File: src/include/pdc_pkg.sv
// Constants, field layout and carrier types for the device capability/control registers
package pdc_pkg;

  // ---------------------------------------------------------------
  // Register offsets and reset values
  // ---------------------------------------------------------------
  localparam logic [11:0] PDC_DEVCAP_OFS   = 12'h074;
  localparam logic [11:0] PDC_DEVCTL_OFS   = 12'h078;
  localparam logic [15:0] PDC_DEVCTL_RST   = 16'h2000;
  localparam logic [15:0] PDC_DEVCTL_WMASK = 16'hf4ff;
  localparam logic [2:0]  PDC_LAT_RST      = 3'h6;
  localparam logic [2:0]  PDC_MAX_READ_REQUEST_512     = 3'h2;

  // ---------------------------------------------------------------
  // Capability field positions and hardwired values
  // ---------------------------------------------------------------
  localparam int PDC_SCALE_LSB  = 26;
  localparam int PDC_VALUE_LSB  = 18;
  localparam int PDC_ROLE_BASED_ERR_REPORT_BIT   = 15;
  localparam int PDC_PIP_BIT    = 14;
  localparam int PDC_AIP_BIT    = 13;
  localparam int PDC_ABP_BIT    = 12;
  localparam int PDC_L1_LSB     = 9;
  localparam int PDC_L0S_LSB    = 6;
  localparam int PDC_EXT_TAG_SUPPORTED_BIT   = 5;
  localparam int PDC_PFS_LSB    = 3;
  localparam int PDC_MAX_PAYLOAD_SUPPORTED_LSB   = 0;
  localparam int PDC_MAX_READ_REQUEST_LSB   = 12;
  localparam int PDC_PL_SCALE_LSB = 8;
  localparam int PDC_PL_VALUE_LSB = 0;
  localparam logic        PDC_ROLE_BASED_ERR_REPORT_VAL = 1'b1;
  localparam logic        PDC_EXT_TAG_SUPPORTED_VAL = 1'b0;
  localparam logic [1:0]  PDC_PFS_VAL  = 2'h0;
  localparam logic [2:0]  PDC_MAX_PAYLOAD_SUPPORTED_VAL = 3'h2;

  // Power limit scale encoding: 1.0x, 0.1x, 0.01x, 0.001x
  typedef enum logic [1:0] {PDC_SCALE_X1, PDC_SCALE_X0P1, PDC_SCALE_X0P01, PDC_SCALE_X0P001} pdc_scale_t;

  // ---------------------------------------------------------------
  // Carriers
  // ---------------------------------------------------------------
  typedef struct packed {
    logic        valid;
    logic        wr;
    logic [11:0] addr;
    logic [3:0]  be;
    logic [31:0] wdata;
  } pdc_cfg_req_t;

  typedef struct packed {
    logic        ack;
    logic [31:0] rdata;
  } pdc_cfg_rsp_t;

  typedef struct packed {
    logic       valid;
    logic [9:0] payload;
  } pdc_spl_msg_t;

  typedef struct packed {
    logic       valid;
    logic [2:0] l1;
    logic [2:0] l0s;
  } pdc_lat_wr_t;

endpackage

File: src/verilog/pdc_regs.sv
// Device capability and device control register bank of the link capability structure
//
// Functional notes
// - Slot power message bits 9:8 set scale
// - Scale codes: 1.0x, 0.1x, 0.01x, 0.001x
// - Slot power message bits 7:0 set value
// - Expose value and scale for power product
// - Capability bits 31:28, 17:16 read zero
// - Capability bit 15 fixed at one
// - Capability bits 14:12 fixed at zero
// - Gen_ctrl_l1_lat mirrors general control 15:13
// - Gen_ctrl_l1_lat resets to 110b
// - Gen_ctrl_l0s_lat mirrors general control 18:16
// - Gen_ctrl_l0s_lat resets to 110b
// - Latency written below PHY exit latency is raised to it
// - Extended tag size reported unsupported
// - Phantom functions field reads 00b
// - Max payload supported reads 010b
// - Device control at 78h, resets 2000h
// - Read request size field resets to 512B
`timescale 1ns/100ps

module pdc_regs
  import pdc_pkg::*;
(
  // Clock and reset
  input  wire logic         CLK,
  input  wire logic         RST_N,
  // Configuration access
  input  wire pdc_cfg_req_t CFG_REQ,
  output      pdc_cfg_rsp_t CFG_RSP,
  // Set slot power limit message
  input  wire pdc_spl_msg_t SPL_MSG,
  // General control latency writes and PHY exit latencies
  input  wire pdc_lat_wr_t  GEN_LAT_WR,
  input  wire logic [2:0]   PHY_L1_EXIT_LAT,
  input  wire logic [2:0]   PHY_L0S_EXIT_LAT,
  // Captured power limit and control outputs
  output      pdc_scale_t   SLOT_POWER_SCALE,
  output      logic [7:0]   SLOT_POWER_VALUE,
  output      logic [2:0]   MAX_READ_REQUEST,
  output      logic [15:0]  DEVICE_CONTROL
);

  // ---------------------------------------------------------------
  // State
  // ---------------------------------------------------------------
  typedef struct packed {
    logic [15:0] devctl;
    pdc_scale_t  scale;
    logic [7:0]  value;
    logic [2:0]  l1;
    logic [2:0]  l0s;
    logic        ack;
    logic [31:0] rdata;
  } pdc_state_t;

  pdc_state_t  st_r;
  pdc_state_t  st_nxt;
  logic [31:0] devcap;
  logic [15:0] lane_mask;
  logic        hit_cap;
  logic        hit_ctl;

  // ---------------------------------------------------------------
  // Helpers
  // ---------------------------------------------------------------
  // Floor at the PHY exit latency; a smaller budget could never be met
  function automatic logic [2:0] pdc_floor(input logic [2:0] req, input logic [2:0] phy);
    pdc_floor = (req < phy) ? phy : req;
  endfunction

  genvar gi;
  generate
    for (gi = 0; gi < 2; gi++) begin : g_lane
      assign lane_mask[gi*8 +: 8] = {8{CFG_REQ.be[gi]}};
    end
  endgenerate

  assign hit_cap = (CFG_REQ.addr == PDC_DEVCAP_OFS);
  assign hit_ctl = (CFG_REQ.addr == PDC_DEVCTL_OFS);

  // ---------------------------------------------------------------
  // Capability word assembly
  // ---------------------------------------------------------------
  always_comb begin
    devcap                                = '0;
    devcap[PDC_SCALE_LSB +: 2]            = st_r.scale;
    devcap[PDC_VALUE_LSB +: 8]            = st_r.value;
    devcap[PDC_ROLE_BASED_ERR_REPORT_BIT]                  = PDC_ROLE_BASED_ERR_REPORT_VAL;
    devcap[PDC_PIP_BIT]                   = 1'b0;
    devcap[PDC_AIP_BIT]                   = 1'b0;
    devcap[PDC_ABP_BIT]                   = 1'b0;
    devcap[PDC_L1_LSB +: 3]               = st_r.l1;
    devcap[PDC_L0S_LSB +: 3]              = st_r.l0s;
    devcap[PDC_EXT_TAG_SUPPORTED_BIT]                  = PDC_EXT_TAG_SUPPORTED_VAL;
    devcap[PDC_PFS_LSB +: 2]              = PDC_PFS_VAL;
    devcap[PDC_MAX_PAYLOAD_SUPPORTED_LSB +: 3]             = PDC_MAX_PAYLOAD_SUPPORTED_VAL;
  end

  // ---------------------------------------------------------------
  // Next state
  // ---------------------------------------------------------------
  always_comb begin
    st_nxt     = st_r;
    st_nxt.ack = CFG_REQ.valid;
    // Reads answer from the pre-update state; unmapped offsets read zero
    st_nxt.rdata = '0;
    if (CFG_REQ.valid && !CFG_REQ.wr) begin
      if (hit_cap) begin
        st_nxt.rdata = devcap;
      end else if (hit_ctl) begin
        st_nxt.rdata = {16'h0000, st_r.devctl};
      end
    end
    // Only writable control bits under enabled lanes change
    if (CFG_REQ.valid && CFG_REQ.wr && hit_ctl) begin
      st_nxt.devctl = (st_r.devctl & ~(PDC_DEVCTL_WMASK & lane_mask))
                    | (CFG_REQ.wdata[15:0] & PDC_DEVCTL_WMASK & lane_mask);
    end
    // Capability writes fall through: the captured fields move only by message
    if (SPL_MSG.valid) begin
      st_nxt.scale = pdc_scale_t'(SPL_MSG.payload[PDC_PL_SCALE_LSB +: 2]);
      st_nxt.value = SPL_MSG.payload[PDC_PL_VALUE_LSB +: 8];
    end
    if (GEN_LAT_WR.valid) begin
      st_nxt.l1  = pdc_floor(GEN_LAT_WR.l1, PHY_L1_EXIT_LAT);
      st_nxt.l0s = pdc_floor(GEN_LAT_WR.l0s, PHY_L0S_EXIT_LAT);
    end
  end

  // ---------------------------------------------------------------
  // State register
  // ---------------------------------------------------------------
  always_ff @(posedge CLK) begin
    if (!RST_N) begin
      st_r        <= '0;
      st_r.devctl <= PDC_DEVCTL_RST;
      st_r.scale  <= PDC_SCALE_X1;
      st_r.l1     <= PDC_LAT_RST;
      st_r.l0s    <= PDC_LAT_RST;
    end else begin
      st_r <= st_nxt;
    end
  end

  // ---------------------------------------------------------------
  // Outputs
  // ---------------------------------------------------------------
  assign CFG_RSP.ack       = st_r.ack;
  assign CFG_RSP.rdata     = st_r.rdata;
  assign SLOT_POWER_SCALE  = st_r.scale;
  assign SLOT_POWER_VALUE  = st_r.value;
  assign MAX_READ_REQUEST  = st_r.devctl[PDC_MAX_READ_REQUEST_LSB +: 3];
  assign DEVICE_CONTROL    = st_r.devctl;

  // Request decode kept combinational; every flop lives in the state struct
  logic rd_cap;
  logic rd_ctl;
  logic wr_cap;
  logic wr_ctl;
  logic cfg_miss;

  assign rd_cap   = CFG_REQ.valid && !CFG_REQ.wr && hit_cap;
  assign rd_ctl   = CFG_REQ.valid && !CFG_REQ.wr && hit_ctl;
  assign wr_cap   = CFG_REQ.valid && CFG_REQ.wr && hit_cap;
  assign wr_ctl   = CFG_REQ.valid && CFG_REQ.wr && hit_ctl;
  assign cfg_miss = CFG_REQ.valid && !hit_cap && !hit_ctl;
endmodule

File: config.mk
export PLATFORM = sky130hd
export DESIGN_NAME = pdc_regs
export DESIGN_NICKNAME = d
export VERILOG_FILES = /design/src/include/pdc_pkg.sv /design/src/verilog/pdc_regs.sv
export SDC_FILE = /design/constraint.sdc
export NUM_CORES = 1
export LEC_CHECK = 0
export BUFFER_PORTS_ARGS = -buffer_cell sky130_fd_sc_hd__buf_2
export CORE_MARGIN = 3
export CORE_UTILIZATION = 30
export DETAILED_ROUTE_END_ITERATION = 8
export GPL_TIMING_DRIVEN = 0
export SLEW_MARGIN = 25
export SYNTH_ARGS = -nofsm -noshare
export SYNTH_HDL_FRONTEND = slang
export SYNTH_SLANG_ARGS = --single-unit
File: constraint.sdc
create_clock -name CLK -period 5.1 [get_ports CLK]
set_clock_uncertainty 0.15 [all_clocks]
set_input_delay 0.51 -clock CLK [delete_from_list [all_inputs] [get_ports CLK]]
set_output_delay 0.51 -clock CLK [all_outputs]
set_load 0.05 [all_outputs]
### After elaboration in Yosys (flattened, before gate mapping)

Cells that the tools add are included.

* register bits: 65
* input port bits: 76
* word-level logic and storage cells: 31

* order comparisons: 2
* eq/ne operators: 2
* mux-type cells: 4
* bitwise gates (word level): 7
* reduce and logical (&&, ||, !) cells: 7

Operators with widths (number)
* 16-bit AND: 2
* 28-bit two-way mux: 1
* 12-bit by 7-bit == test with 1-bit output, second input constant: 2
* 16-bit two-way mux: 1
* 16-bit inverter: 1
* 16-bit bitwise OR: 1
* 3-bit less-than comparator: 2
* 3-bit two-way mux: 2
* 4-bit OR reduction: 1
* 1-bit logical AND: 3
* 1-bit inverter: 3
* 3-bit OR reduction: 1
* 2-bit AND reduction: 1
* 1-bit zero test: 1

### Depth between registers and ports, before layout

* depth in word-level cells: 4
* depth in mapped cells: 5

### Worst setup path before layout

No wires, ideal clock.

* kind: input-to-reg
* start: input port CFG_REQ[43] in the netlist's numbering
* end: register with a tool-made name
* setup time: 0.072 ns
* data arrival time: 1.967 ns
* data required time: 4.878 ns
* path slack: 2.911 ns
* stages: 4
* buffers on the path: 1
* cells stage by stage: or4b_4 buf_6 nor4_4 mux2i_1

RTL lines
* start, declared: RTL line pdc_regs.sv:30 `input wire pdc_cfg_req_t CFG_REQ,`

==> flow_summary.json <==
{
  "outcome": "completed",
  "port_buffers": 106,
  "first_global_vias": 1725,
  "pwr_density_cell_nw_per_um2": 279,
  "core_area_um2": 7410,
  "switching_share": 0.239,
  "synth.top_cell.area_share": 0.478,
  "pwr-share-clk": 0.351,
  "yosysWarnings": 0,
  "p_leak_nw": 1.60,
  "rows": 31,
  "initial_core_util": 0.317,
  "tightest_slew_ns": 0.789,
  "avgSynthCellArea_um2": 10.3,
  "synth_most_common_cell": "dfxtp_1",
  "cts_resized": 0,
  "nNetsFinal": 429,
  "dr.first_iter.drc_count": 39,
  "ys_ff_latch": 56,
  "die_height_um": 94.4,
  "vias": 1888,
  "drc_errors": 0,
  "clockBufferDepth": 2,
  "final_max_slew_viol_count": 0,
  "yosys-top-cells-area": "dfxtp_1 (48%), mux2i_1 (9.8%), buf_4 (7.0%)",
  "numCtsBuffers": 5,
  "clkSinkCount": 56,
  "yosysSeqAreaShare": 0.478,
  "critPathLaunchType": "input pin",
  "insertion_delay_ns": 0.30,
  "p_sw_mw": 0.210,
  "finalHoldViolCount": 0,
  "postRouteAntennaNets": 0,
  "syn_area_um2": 2350,
  "clockRootBuffer": "clkbuf_8",
  "worstPathMaxFanout": 8,
  "place.gp.congestion": 0.808,
  "min_period_over_period": 0.427,
  "p_int_mw": 0.669,
  "synthArstFlopShare": 0,
  "final_util": 0.426,
  "ys.flop_type": "dfxtp_1",
  "holdBufCountCts": 0,
  "antenna_cells": 0,
  "crit_arrival_ns": 2.27,
  "grt_max_degree": 17,
  "drive_above_1_share": 0.426,
  "combPwrFrac": 0.136,
  "pin_count": 138,
  "wl_per_cell_um": 12.0,
  "post_synth_inst_count": 228,
  "yosys.area.top_type": "dfxtp_1",
  "post_cts_buffers": 0,
  "track_usage": 0.118,
  "setup_violations": 0,
  "synth-edff-count": 0,
  "grt.overflow.total": 0,
  "tns_ns": 0,
  "dp_hpwl_mm": 4.31,
  "slew_headroom": 0.470,
  "synthDistinctLibCells": 34,
  "cts_tree": "built",
  "grt_pass1_wl_mm": 8.20,
  "hold_class": "input pin to flip-flop",
  "area_delta_synth_final_pct": 34.6,
  "antenna_found_initial": 0,
  "rsz0062_at_grt": "false",
  "synth_common_cells": "dfxtp_1 (56), nand2_1 (27), mux2i_1 (23)",
  "cts_max_level": 2,
  "dieWidth_um": 94.4,
  "wirelength_mm": 5.40,
  "nFillCells": 743,
  "crit_type": "input pin to flip-flop",
  "sequentialPowerShare": 0.513,
  "drt_first_pass_iters": 4,
  "drv_cap": 0,
  "fin_crit_ns": 2.18,
  "viasPerCell": 4.20,
  "peakVddDrop_mv": 0.118,
  "fmax_ghz": 0.459,
  "clk_pin_slew_worst_paths_ns": 0.09,
  "worstPathRequired_ns": 5.19,
  "die-area_um2": 8920,
  "cp-end-kind": "flip-flop"
}
==> metrics by stage <==
stage          instances  hold WS [ns]  instance area, um^2  total power [mW]  setup slack [ns]
3_5_place_dp         441         0.294                 3030             0.582              2.54
6_report             449         0.294                 3160             0.879              2.92
2_1_floorplan        236         0.274                 2380             0.545              2.91
3_3_place_gp         441         0.286                 3030             0.581              2.57
4_1_cts              449         0.283                 3160             0.893              2.85
5_1_grt              449         0.283                 3160             0.917              2.82
==> final timing paths <==
check / start / endpoint / slack, ns / depth (start not counted)
max: CFG_REQ[43] / flip-flop / 2.92 / 5
min: CFG_REQ[10] / flip-flop / 0.29 / 3
max reg2reg: devcap[7]$_SDFFE_PN1P_ / devcap[7]$_SDFFE_PN1P_ / 4.17 / 2
min reg2reg: devcap[9]$_SDFFE_PN0P_ / CFG_RSP[9]$_SDFF_PN0_ / 0.31 / 1
==> metal layers <==
layer  track usage  up-vias  wire length (um)
li1              -      977                 -
met1         0.154      822              2380
met2         0.183       81              2370
met3        0.0367        8               558
met4        0.0457        0                96
met5             0        -                 0
==> logic make-up after synthesis <==
logic type,share of synthesized area
adder cells (fa/ha/maj),0.0213
flip-flops,0.478
AND/OR/NAND/NOR,0.215
multiplexers,0.108
buffers and inverters,0.0971
other,0.00160
AO/OA/AOI/OAI,0.0789
==> cells in the final DEF (no fill, tap or decap), types with 3 or more instances in the layout <==
cell type  synthesis  final
buf_2              2    108
dfxtp_1           56     56
nand2_1           27     27
mux2i_1           23     23
and2_1            22     22
buf_4             22     22
nor2b_1           16     16
conb_1             1      9
clkbuf_1           7      7
clkbuf_8           0      7
nor2_1             5      5
inv_1              4      4
o21ai_0            4      4
ha_1               4      4
nor4_4             3      3
a21o_1             3      3
==> final cells by class <==
class                      instances  area [um^2]  area share
sequential                        56         1120       0.355
clock inverter                     1         30.0     0.00951
buffer                            32          213      0.0674
timing repair buffer             106          531       0.168
tap                               99          124      0.0392
inverter                           4         15.0     0.00476
multi-input combinational        144         1030       0.325
clock buffer                       7         96.3      0.0305
==> critical path, stage by stage <==
cell,delay [ns]
buf_2,0.09
or4b_4,0.53
buf_6,0.15
nor4_4,0.72
mux2i_1,0.25
==> power by group through the flow <==
| stage | logic, mW | clock network [mW] | registers, mW |
|---|---|---|---|
| 4_1_cts | 0.121 | 0.321 | 0.451 |
| 5_1_grt | 0.130 | 0.334 | 0.453 |
| 3_3_place_gp | 0.120 | 0 | 0.461 |
| 6_report | 0.120 | 0.309 | 0.451 |
| 3_5_place_dp | 0.121 | 0 | 0.462 |
| 2_1_floorplan | 0.0838 | 0 | 0.461 |
(Power assumes the default switching activity.)
